## config.mk

```make
export PLATFORM = sky130hd
export DESIGN_NAME = tcw_channel
export DESIGN_NICKNAME = d
export VERILOG_FILES = /design/src/hdl/tcw_edge.v /design/src/hdl/tcw_channel.v
export VERILOG_INCLUDE_DIRS = /design/src /design/src/hdl
export SDC_FILE = /design/constraint.sdc
export NUM_CORES = 1
export LEC_CHECK = 0
export BUFFER_PORTS_ARGS = -buffer_cell sky130_fd_sc_hd__clkbuf_2
export CAP_MARGIN = 0
export CELL_PAD_IN_SITES_DETAIL_PLACEMENT = 1
export CELL_PAD_IN_SITES_GLOBAL_PLACEMENT = 1
export CORE_MARGIN = 3
export CORE_UTILIZATION = 40
export CTS_CLUSTER_DIAMETER = 150
export DETAILED_ROUTE_END_ITERATION = 7
export GPL_TIMING_DRIVEN = 1
export PLACE_DENSITY = 0.85
export SKIP_LAST_GASP = 1
export SLEW_MARGIN = 15
export SYNTH_ARGS = -nofsm -noshare
export SYNTH_HDL_FRONTEND = slang
export SYNTH_SLANG_ARGS = --single-unit
```

## constraint.sdc

```tcl
create_clock -name core_clk -period 6.9 [get_ports core_clk]
set_clock_uncertainty 0.05 [all_clocks]
set_input_delay 1.035 -clock core_clk [delete_from_list [all_inputs] [get_ports core_clk]]
set_output_delay 1.035 -clock core_clk [all_outputs]
set_load 0.05 [all_outputs]
```

## src/hdl/tcw_map.vh

```
// Purpose: Constants for one timer channel with pattern outputs
// Assumes: Byte offsets on a plain register port, 32-bit words
// Notes: Field positions refer to the channel mode register
`ifndef TCW_MAP_VH
`define TCW_MAP_VH
// Register byte offsets
`define TCW_OFS_CMD 8'h00
`define TCW_OFS_MODE 8'h04
`define TCW_OFS_CNT 8'h10
`define TCW_OFS_CMPA 8'h14
`define TCW_OFS_CMPB 8'h18
`define TCW_OFS_CMPC 8'h1C
`define TCW_OFS_STAT 8'h20
// Command register bits
`define TCW_CMD_ON 0
`define TCW_CMD_OFF 1
`define TCW_CMD_SWT 2
// Mode register fields (low bit positions)
`define TCW_F_CLKS 0
`define TCW_F_INV 3
`define TCW_F_GATE 4
`define TCW_F_CSTOP 6
`define TCW_F_CDIS 7
`define TCW_F_EEDG 8
`define TCW_F_ESEL 10
`define TCW_F_ETRG 12
`define TCW_F_PUD 13
`define TCW_F_PAUTO 14
`define TCW_F_WAVE 15
`define TCW_F_LDB 18
`define TCW_F_AMA 16
`define TCW_F_AMC 18
`define TCW_F_AEEV 20
`define TCW_F_ASWT 22
`define TCW_F_BMB 24
`define TCW_F_BMC 26
`define TCW_F_BEEV 28
`define TCW_F_BSWT 30
// Status register bits
`define TCW_S_OVF 0
`define TCW_S_LOVR 1
`define TCW_S_CPA 2
`define TCW_S_CPB 3
`define TCW_S_CPC 4
`define TCW_S_CLKON 16
`define TCW_S_LINEA 17
`define TCW_S_LINEB 18
// Line actions and edge choices
`define TCW_ACT_SET 2'h1
`define TCW_ACT_CLR 2'h2
`define TCW_ACT_TOG 2'h3
`define TCW_EDG_RISE 2'h1
`define TCW_EDG_FALL 2'h2
`define TCW_EDG_BOTH 2'h3
// Reset values and counter limit
`define TCW_RST_MODE 32'h0000_0000
`define TCW_RST_VAL 16'h0000
`define TCW_CNT_MAX 16'hFFFF
`endif

```

## src/hdl/tcw_edge.v

```verilog
// Purpose: Rising and falling edge detector for one sampled level
// Assumes: Input is synchronous to core_clk
// Notes: Outputs are combinational pulses one clock long
module tcw_edge (
  input wire core_clk, // System clock
  input wire sys_rst, // Synchronous reset, active high
  input wire sig, // Level to watch
  output wire rise, // Pulse on a 0 to 1 change
  output wire fall // Pulse on a 1 to 0 change
);
  reg prev_ff;

  // Remember last level; track the pin in reset so release makes no edge
  always @(posedge core_clk) begin
    if (sys_rst) begin
      prev_ff <= sig;
    end else begin
      prev_ff <= sig;
    end
  end

  // Compare present and past level
  assign rise = sig & ~prev_ff;
  assign fall = ~sig & prev_ff;
endmodule // tcw_edge

```

## src/hdl/tcw_channel.v

```verilog
// Purpose: One 16-bit timer channel with pattern lines and status flags
// Assumes: All pins synchronous to core_clk; register read data next cycle
// Notes: Counter clock is an enable derived from sampled clock edges
//
// Chosen here: the address-and-strobe port and the register offsets.
`include "tcw_map.vh"
module tcw_channel (
  input wire core_clk, // System clock, 50 MHz
  input wire sys_rst, // Synchronous reset, active high
  input wire [7:0] reg_addr, // Register byte address
  input wire [31:0] reg_wdata, // Register write data
  input wire reg_wr, // Write strobe
  input wire reg_rd, // Read strobe
  output reg [31:0] reg_rdata, // Read data, cycle after strobe
  input wire internal_clock_1, // Internal count clock 1
  input wire internal_clock_2, // Internal count clock 2
  input wire internal_clock_3, // Internal count clock 3
  input wire internal_clock_4, // Internal count clock 4
  input wire internal_clock_5, // Internal count clock 5
  input wire ext_clock_0, // External clock 0
  input wire ext_clock_1, // External clock 1
  input wire ext_clock_2, // External clock 2
  input wire timer_line_a_in, // Line A pin level
  output wire timer_line_a_out, // Line A drive value
  output wire timer_line_a_oe, // Line A drive enable
  input wire timer_line_b_in, // Line B pin level
  output wire timer_line_b_out, // Line B drive value
  output wire timer_line_b_oe // Line B drive enable
);
  reg [31:0] mode_ff;
  reg [15:0] cnt_ff;
  reg [15:0] cmpa_ff;
  reg [15:0] cmpb_ff;
  reg [15:0] cmpc_ff;
  reg dir_down_ff;
  reg clk_on_ff;
  reg run_ff;
  reg line_a_ff;
  reg line_b_ff;
  reg ovf_ff;
  reg lovr_ff;
  reg cpa_ff;
  reg cpb_ff;
  reg cpc_ff;
  reg b_unread_ff;
  reg [15:0] nxt_cnt;
  reg nxt_dir_down;
  reg nxt_line_a;
  reg nxt_line_b;
  reg sel_clk;
  reg gate_lvl;
  reg ev_src;
  reg [31:0] nxt_rdata;
  reg wrap_ev;

  wire wave;
  wire wr_cmd;
  wire rd_stat;
  wire sw_trig;
  wire clk_rise;
  wire ev_rise;
  wire ev_fall;
  wire la_rise;
  wire la_fall;
  wire tick;
  wire ext_ev;
  wire b_is_input;
  wire auto_trig;
  wire up_down;
  wire match_a;
  wire match_b;
  wire match_c;
  wire trig;
  wire load_b;
  wire turn_pt;
  wire [15:0] turn_val;

  // Pick an edge from a 2-bit code: none, rise, fall, each
  function edge_hit;
    input [1:0] code;
    input r;
    input f;
    begin
      case (code)
        `TCW_EDG_RISE: edge_hit = r;
        `TCW_EDG_FALL: edge_hit = f;
        `TCW_EDG_BOTH: edge_hit = r | f;
        default: edge_hit = 1'b0;
      endcase
    end
  endfunction

  // Apply one action code to a line level
  function act_apply;
    input cur;
    input [1:0] act;
    begin
      case (act)
        `TCW_ACT_SET: act_apply = 1'b1;
        `TCW_ACT_CLR: act_apply = 1'b0;
        `TCW_ACT_TOG: act_apply = ~cur;
        default: act_apply = cur;
      endcase
    end
  endfunction

  // Highest event wins: soft trigger, external event, compare C, own compare
  function line_next;
    input cur;
    input e_sw;
    input [1:0] a_sw;
    input e_ev;
    input [1:0] a_ev;
    input e_c;
    input [1:0] a_c;
    input e_x;
    input [1:0] a_x;
    begin
      if (e_sw) begin
        line_next = act_apply(cur, a_sw);
      end else if (e_ev) begin
        line_next = act_apply(cur, a_ev);
      end else if (e_c) begin
        line_next = act_apply(cur, a_c);
      end else if (e_x) begin
        line_next = act_apply(cur, a_x);
      end else begin
        line_next = cur;
      end
    end
  endfunction

  // Decoded mode and bus strobes
  assign wave = mode_ff[`TCW_F_WAVE];
  assign wr_cmd = reg_wr & (reg_addr == `TCW_OFS_CMD);
  assign rd_stat = reg_rd & (reg_addr == `TCW_OFS_STAT);
  assign sw_trig = wr_cmd & reg_wdata[`TCW_CMD_SWT];
  assign auto_trig = wave & mode_ff[`TCW_F_PAUTO];
  assign up_down = wave & mode_ff[`TCW_F_PUD];
  assign b_is_input = (mode_ff[`TCW_F_ESEL +: 2] == 2'h0);

  // Count clock source and external gate
  always @* begin
    case (mode_ff[`TCW_F_CLKS +: 3])
      3'h0: sel_clk = internal_clock_1;
      3'h1: sel_clk = internal_clock_2;
      3'h2: sel_clk = internal_clock_3;
      3'h3: sel_clk = internal_clock_4;
      3'h4: sel_clk = internal_clock_5;
      3'h5: sel_clk = ext_clock_0;
      3'h6: sel_clk = ext_clock_1;
      default: sel_clk = ext_clock_2;
    endcase
    case (mode_ff[`TCW_F_GATE +: 2])
      2'h1: gate_lvl = ext_clock_0;
      2'h2: gate_lvl = ext_clock_1;
      2'h3: gate_lvl = ext_clock_2;
      default: gate_lvl = 1'b1;
    endcase
    case (mode_ff[`TCW_F_ESEL +: 2])
      2'h1: ev_src = ext_clock_0;
      2'h2: ev_src = ext_clock_1;
      2'h3: ev_src = ext_clock_2;
      default: ev_src = timer_line_b_in;
    endcase
  end

  // Edge of gated count clock; invert turns a fall into a rise
  tcw_edge u_clk_edge (
    .core_clk(core_clk),
    .sys_rst(sys_rst),
    .sig((sel_clk & gate_lvl) ^ mode_ff[`TCW_F_INV]),
    .rise(clk_rise),
    .fall()
  );

  // Edges of external event source
  tcw_edge u_ev_edge (
    .core_clk(core_clk),
    .sys_rst(sys_rst),
    .sig(ev_src),
    .rise(ev_rise),
    .fall(ev_fall)
  );

  // Edges of line A pin for capture loads
  tcw_edge u_la_edge (
    .core_clk(core_clk),
    .sys_rst(sys_rst),
    .sig(timer_line_a_in),
    .rise(la_rise),
    .fall(la_fall)
  );

  // Events seen this cycle
  assign tick = clk_on_ff & run_ff & clk_rise;
  assign ext_ev = wave &
    edge_hit(mode_ff[`TCW_F_EEDG +: 2], ev_rise, ev_fall);
  assign match_a = tick & (cnt_ff == cmpa_ff);
  assign match_b = tick & (cnt_ff == cmpb_ff);
  assign match_c = tick & (cnt_ff == cmpc_ff);
  assign load_b = ~wave &
    edge_hit(mode_ff[`TCW_F_LDB +: 2], la_rise, la_fall);
  assign trig = sw_trig |
    (ext_ev & mode_ff[`TCW_F_ETRG]);
  assign turn_val = auto_trig ? cmpc_ff : `TCW_CNT_MAX;
  assign turn_pt = cnt_ff == turn_val;

  // Next count, direction and overflow
  always @* begin
    nxt_cnt = cnt_ff;
    nxt_dir_down = dir_down_ff;
    wrap_ev = 1'b0;
    if (trig) begin
      nxt_cnt = `TCW_RST_VAL;
      nxt_dir_down = 1'b0;
    end else if (tick) begin
      if (up_down) begin
        if (!dir_down_ff && turn_pt) begin
          nxt_dir_down = 1'b1;
          nxt_cnt = cnt_ff - 16'h0001;
        end else if (dir_down_ff && cnt_ff == `TCW_RST_VAL) begin
          nxt_dir_down = 1'b0;
          nxt_cnt = 16'h0001;
        end else if (dir_down_ff) begin
          nxt_cnt = cnt_ff - 16'h0001;
        end else begin
          nxt_cnt = cnt_ff + 16'h0001;
        end
      end else if (auto_trig && match_c) begin
        nxt_cnt = `TCW_RST_VAL;
      end else begin
        nxt_cnt = cnt_ff + 16'h0001;
        wrap_ev = (cnt_ff == `TCW_CNT_MAX);
      end
    end
  end

  // Counter and clock state
  always @(posedge core_clk) begin
    if (sys_rst) begin
      cnt_ff <= `TCW_RST_VAL;
      dir_down_ff <= 1'b0;
      clk_on_ff <= 1'b0;
      run_ff <= 1'b0;
    end else begin
      cnt_ff <= nxt_cnt;
      dir_down_ff <= nxt_dir_down;
      if (wr_cmd && reg_wdata[`TCW_CMD_OFF]) begin
        clk_on_ff <= 1'b0;
      end else if (match_c && wave && mode_ff[`TCW_F_CDIS]) begin
        clk_on_ff <= 1'b0;
      end else if (wr_cmd && reg_wdata[`TCW_CMD_ON]) begin
        clk_on_ff <= 1'b1;
      end
      if (trig) begin
        run_ff <= 1'b1;
      end else if (match_c && wave && mode_ff[`TCW_F_CSTOP]) begin
        run_ff <= 1'b0;
      end
    end
  end

  // Pattern line levels
  always @* begin
    nxt_line_a = line_next(line_a_ff,
      sw_trig, mode_ff[`TCW_F_ASWT +: 2],
      ext_ev, mode_ff[`TCW_F_AEEV +: 2],
      match_c, mode_ff[`TCW_F_AMC +: 2],
      match_a, mode_ff[`TCW_F_AMA +: 2]);
    nxt_line_b = line_next(line_b_ff,
      sw_trig, mode_ff[`TCW_F_BSWT +: 2],
      ext_ev, mode_ff[`TCW_F_BEEV +: 2],
      match_c, mode_ff[`TCW_F_BMC +: 2],
      match_b, mode_ff[`TCW_F_BMB +: 2]);
  end

  always @(posedge core_clk) begin
    if (sys_rst) begin
      line_a_ff <= 1'b0;
      line_b_ff <= 1'b0;
    end else begin
      if (wave) begin
        line_a_ff <= nxt_line_a;
      end
      if (wave && !b_is_input) begin
        line_b_ff <= nxt_line_b;
      end
    end
  end

  // Line drivers; line B turns input when chosen as event source
  assign timer_line_a_out = line_a_ff;
  assign timer_line_a_oe = wave;
  assign timer_line_b_out = line_b_ff;
  assign timer_line_b_oe = wave & ~b_is_input;

  // Mode and compare registers
  always @(posedge core_clk) begin
    if (sys_rst) begin
      mode_ff <= `TCW_RST_MODE;
      cmpa_ff <= `TCW_RST_VAL;
      cmpb_ff <= `TCW_RST_VAL;
      cmpc_ff <= `TCW_RST_VAL;
    end else begin
      if (reg_wr && reg_addr == `TCW_OFS_MODE) begin
        mode_ff <= reg_wdata;
      end
      if (reg_wr && wave && reg_addr == `TCW_OFS_CMPA) begin
        cmpa_ff <= reg_wdata[15:0];
      end
      if (load_b) begin
        cmpb_ff <= cnt_ff;
      end else if (reg_wr && wave && reg_addr == `TCW_OFS_CMPB) begin
        cmpb_ff <= reg_wdata[15:0];
      end
      if (reg_wr && reg_addr == `TCW_OFS_CMPC) begin
        cmpc_ff <= reg_wdata[15:0];
      end
    end
  end

  // Sticky flags; a new event wins over the clearing read
  always @(posedge core_clk) begin
    if (sys_rst) begin
      ovf_ff <= 1'b0;
      lovr_ff <= 1'b0;
      cpa_ff <= 1'b0;
      cpb_ff <= 1'b0;
      cpc_ff <= 1'b0;
      b_unread_ff <= 1'b0;
    end else begin
      ovf_ff <= wrap_ev | (ovf_ff & ~rd_stat);
      lovr_ff <= (load_b & b_unread_ff) | (lovr_ff & ~rd_stat);
      cpa_ff <= (match_a & wave) | (cpa_ff & ~rd_stat);
      cpb_ff <= (match_b & wave & ~b_is_input) |
        (cpb_ff & ~rd_stat);
      cpc_ff <= match_c | (cpc_ff & ~rd_stat);
      if (load_b) begin
        b_unread_ff <= 1'b1;
      end else if (reg_rd && reg_addr == `TCW_OFS_CMPB) begin
        b_unread_ff <= 1'b0;
      end
    end
  end

  // Read multiplexer; unmapped and write-only offsets read zero
  always @* begin
    nxt_rdata = 32'h0000_0000;
    case (reg_addr)
      `TCW_OFS_MODE: nxt_rdata = mode_ff;
      `TCW_OFS_CNT: nxt_rdata[15:0] = cnt_ff;
      `TCW_OFS_CMPA: nxt_rdata[15:0] = cmpa_ff;
      `TCW_OFS_CMPB: nxt_rdata[15:0] = cmpb_ff;
      `TCW_OFS_CMPC: nxt_rdata[15:0] = cmpc_ff;
      `TCW_OFS_STAT: begin
        nxt_rdata[`TCW_S_OVF] = ovf_ff;
        nxt_rdata[`TCW_S_LOVR] = lovr_ff & ~wave;
        nxt_rdata[`TCW_S_CPA] = cpa_ff & wave;
        nxt_rdata[`TCW_S_CPB] = cpb_ff & wave;
        nxt_rdata[`TCW_S_CPC] = cpc_ff;
        nxt_rdata[`TCW_S_CLKON] = clk_on_ff;
        nxt_rdata[`TCW_S_LINEA] = wave ? line_a_ff : timer_line_a_in;
        nxt_rdata[`TCW_S_LINEB] = timer_line_b_oe ? line_b_ff :
          timer_line_b_in;
      end
      default: nxt_rdata = 32'h0000_0000;
    endcase
  end

  // Read data register, valid only the cycle after a read strobe
  always @(posedge core_clk) begin
    if (sys_rst) begin
      reg_rdata <= 32'h0000_0000;
    end else if (reg_rd) begin
      reg_rdata <= nxt_rdata;
    end else begin
      reg_rdata <= 32'h0000_0000;
    end
  end
endmodule // tcw_channel

```

==> impl_metrics.toml <==
[clocking]
cts.sinks = 142
cts_resized = 0
clockBufferDepth = 2
clock-root-buffer = "clkbuf_16"
htreeDepth = 4
cts_tree = "built"
postCtsHoldBufs = 0
cts_buffers = 17
cts_setup_buffers = 0
clk_pin_slew_worst_paths_ps = 60
clk_latency_ps = 430

[timing]
rsz0062_at_grt = "false"
setup_slack_ps = 2563
tns_ps = 0
tightest_slew_ps = 1109
hold_viol = 0
max_slew_margin = 0.2608
fin_crit_sh = 0.6286
final-max-slew-violation-count = 0
fin_crit_ps = 4337
setup_viol = 0
max_freq_ghz = 0.2306

[power]
combPwrFrac = 0.036
pwr-share-clk = 0.512
power.internal_mw = 1.394
pwr-share-seq = 0.451
p_per_area_nw_per_um2 = 196.2
ir_worst_vdd_mv = 0.1731
finalPower_mw = 1.821
swShare = 0.2344
p_sw_mw = 0.4269
power_leakage_nw = 3.332

[synth]
ys_ff_latch = 142
synthXorXnorAreaFrac = 0.04902
yosysTopAreaCellShare = 0.3480
synthMuxAreaShare = 0.04412
yosys.area_share.simple = 0.2572
synthAdderAreaFrac = 0.02757
synth_top_family_by_area = "simple AND/OR/NAND/NOR gates"
netlist_top_cells_area = "dfxtp_1 35%, nand2_1 9.4%, a21oi_1 6.4%, xnor2_1 4.1%, mux2i_1 3.7%"
yosys.area.top_type = "dfxtp_1"
synth_compound_area_frac = 0.2116
synth_seq_area_share = 0.3480
synth_edf_count = 0
ys_types = 84
ys_async_sr_fraction = 0
synth-main-ff-cell = "dfxtp_1"
synth_fp_nets = 1128
syn_inst = 1056
synth_area_um2 = 8168
yosys_warnings = 0
syn_avg_cell_area_um2 = 7.735

[worst_setup_path]
crit_chain = "clkbuf_2, nor4_1, nor2b_1, and2_1, and3_1, nand2_1, nand2_1, a21oi_1"
cp-start-kind = "input port"
slowest_stage = "and3_1"
path_common_cell = "nand2_1"
cp.arrival_ps = 4550
critical_path_class = "input port to flop"
required_ps = 7120
crit_fanout = 32
max_stage_delay_ps = 1010
rr_startpoint = "cnt_ff[12]"
end_kind = "flop"
setup.worst_path.start = "reg_addr[1]"

[die]
die_y_um = 148.9
core_area_um2 = 19780
initial_core_util = 0.4129
die-area_um2 = 22170
io_pins = 90
die_w_um = 148.9
rows = 51

[global_routing]
track_usage = 0.2669
grt_max_degree = 80
grt_pass1_vias = 8432
grt_pass1_wl_mm = 46.80
antenna_found_initial = 0
overflow = 0

[place]
place_ws_ps = 2278
io_buffers = 89
dp_hpwl_mm = 20.51
gp_congestion = 0.8919

[drt]
vias_per_cell = 6.102
drc = 0
num_vias = 8366
routedWlPerCell_um = 21.59
finalWirelength_mm = 29.60
drtIter0Drc = 788
drt-pass1-iter-count = 6
drtAntennaViolNets = 0

[outcome]
status = "completed"

[finish]
nFillCells = 2509
multi_input_area_um2 = 4825
area_growth_pct = 13.63
drive_gt1_frac = 0.1528
final-seq-area_um2 = 2843
nets = 1166
antenna_cells = 0

[flow_run]
max_cap_viol_count = 0

[worst_hold_path]
hold_path.startpoint = "b_unread_ff"
hp-class = "flop to flop"
-- final timing paths --
check,end,slack (ps),depth (start not counted)
worst min register to register,b_unread_ff,410,2
worst min-delay path,b_unread_ff,410,2
worst max-delay path,cmpc_ff[7],2560,8
worst max register to register,cnt_ff[10],3380,8
-- cells in the final DEF (no fill, tap or decap), types with 4 or more instances in the layout --
| cell type | Yosys | routed |
|---|---|---|
| o31ai_1 | 5 | 5 |
| o21ai_0 | 44 | 44 |
| or3_1 | 6 | 6 |
| a222oi_1 | 11 | 11 |
| a21oi_1 | 105 | 105 |
| nor2_1 | 68 | 68 |
| nor3b_1 | 5 | 4 |
| nand3b_1 | 5 | 5 |
| a311oi_1 | 17 | 17 |
| inv_1 | 29 | 29 |
| and2_1 | 8 | 8 |
| buf_4 | 9 | 18 |
| nand2_1 | 204 | 204 |
| xnor2_1 | 38 | 38 |
| a31oi_1 | 13 | 13 |
| clkbuf_16 | 0 | 17 |
| dfxtp_1 | 142 | 142 |
| clkbuf_2 | 0 | 88 |
| nand2b_1 | 10 | 10 |
| and3_1 | 23 | 22 |
| nor3_1 | 15 | 15 |
| nand4_1 | 15 | 15 |
| a21boi_0 | 5 | 5 |
| mux2i_1 | 30 | 30 |
| xor2_1 | 4 | 4 |
| a211oi_1 | 6 | 6 |
| a22oi_1 | 6 | 6 |
| nor4_1 | 8 | 8 |
| ha_1 | 18 | 18 |
| nor2b_1 | 11 | 11 |
| o22ai_1 | 10 | 10 |
| nand3_1 | 31 | 31 |
-- power groups by stage --
stage | clock (mW) | combinational, mW | sequential [mW]
finish | 0.933 | 0.0665 | 0.822
global placement | 0 | 0.0624 | 0.840
CTS | 0.940 | 0.0650 | 0.822
detailed placement | 0 | 0.0638 | 0.840
floorplan | 0 | 0.0299 | 0.840
global route | 0.976 | 0.0709 | 0.822
-- sequential cells by signal, summed over array words and instances (netlist names), 16 cells and up --
signal and count:
cmpb_ff 16, reg_rdata 32, mode_ff 32, cnt_ff 16, cmpc_ff 16, cmpa_ff 16
-- layout make-up --
class                      count  share of cell area
clock buffer                  19             0.04880
multi-input combinational    796              0.5198
timing repair buffer         107             0.06255
tap                          265             0.03572
clock inverter                12             0.01469
sequential                   142              0.3063
inverter                      30             0.01213
-- cells in the mapped netlist (9+ instances only) --
| cell | count |
|---|---|
| ha_1 | 18 |
| mux2i_1 | 30 |
| o21ai_0 | 44 |
| nand2_1 | 204 |
| buf_2 | 9 |
| a21oi_1 | 105 |
| xnor2_1 | 38 |
| dfxtp_1 | 142 |
| o22ai_1 | 10 |
| nand3_1 | 31 |
| nor2b_1 | 11 |
| a222oi_1 | 11 |
| a31oi_1 | 13 |
| clkbuf_1 | 64 |
| buf_4 | 9 |
| a311oi_1 | 17 |
| and3_1 | 23 |
| nor3_1 | 15 |
| inv_1 | 29 |
| nand4_1 | 15 |
| nand2b_1 | 10 |
| nor2_1 | 68 |
-- per-stage QoR --
step           hold WS [ps]  area, µm²    util  cells
3_5_place_dp          405.8       8691  0.4393   1340
4_1_cts               415.2       9280  0.4691   1371
6_report              409.3       9281  0.4692   1371
2_1_floorplan         382.5       8168       -   1056
5_1_grt               451.6       9281  0.4692   1371
3_3_place_gp          399.3       8691  0.4393   1340
-- cells by family (layout without fill, tap and decap cells) --
| family | Yosys count | in the layout |
|---|---|---|
| flip-flops | 142 | 142 |
| multiplexers | 33 | 33 |
| AO/OA/AOI/OAI | 267 | 267 |
| buffers and inverters | 118 | 168 |
| XOR/XNOR | 44 | 44 |
| AND/OR/NAND/NOR | 434 | 434 |
| adder cells (fa/ha/maj) | 18 | 18 |
-- critical path: cells and delay by family --
kind | cells | cell delay, ps
buffers and inverters | 1 | 80
AO/OA/AOI/OAI | 1 | 100
AND/OR/NAND/NOR | 6 | 3330
-- per-layer routing --
metal | part of all wire | up-vias | global-route usage | routed length, µm
met5 | 0 | - | 0 | 0
met4 | 0.039 | 0 | 0.1176 | 1166
met3 | 0.072 | 76 | 0.05925 | 2145
met2 | 0.47 | 366 | 0.4315 | 13940
met1 | 0.42 | 4103 | 0.3423 | 12350
li1 | - | 3821 | - | -
Power figures use the tool's default switching activity.
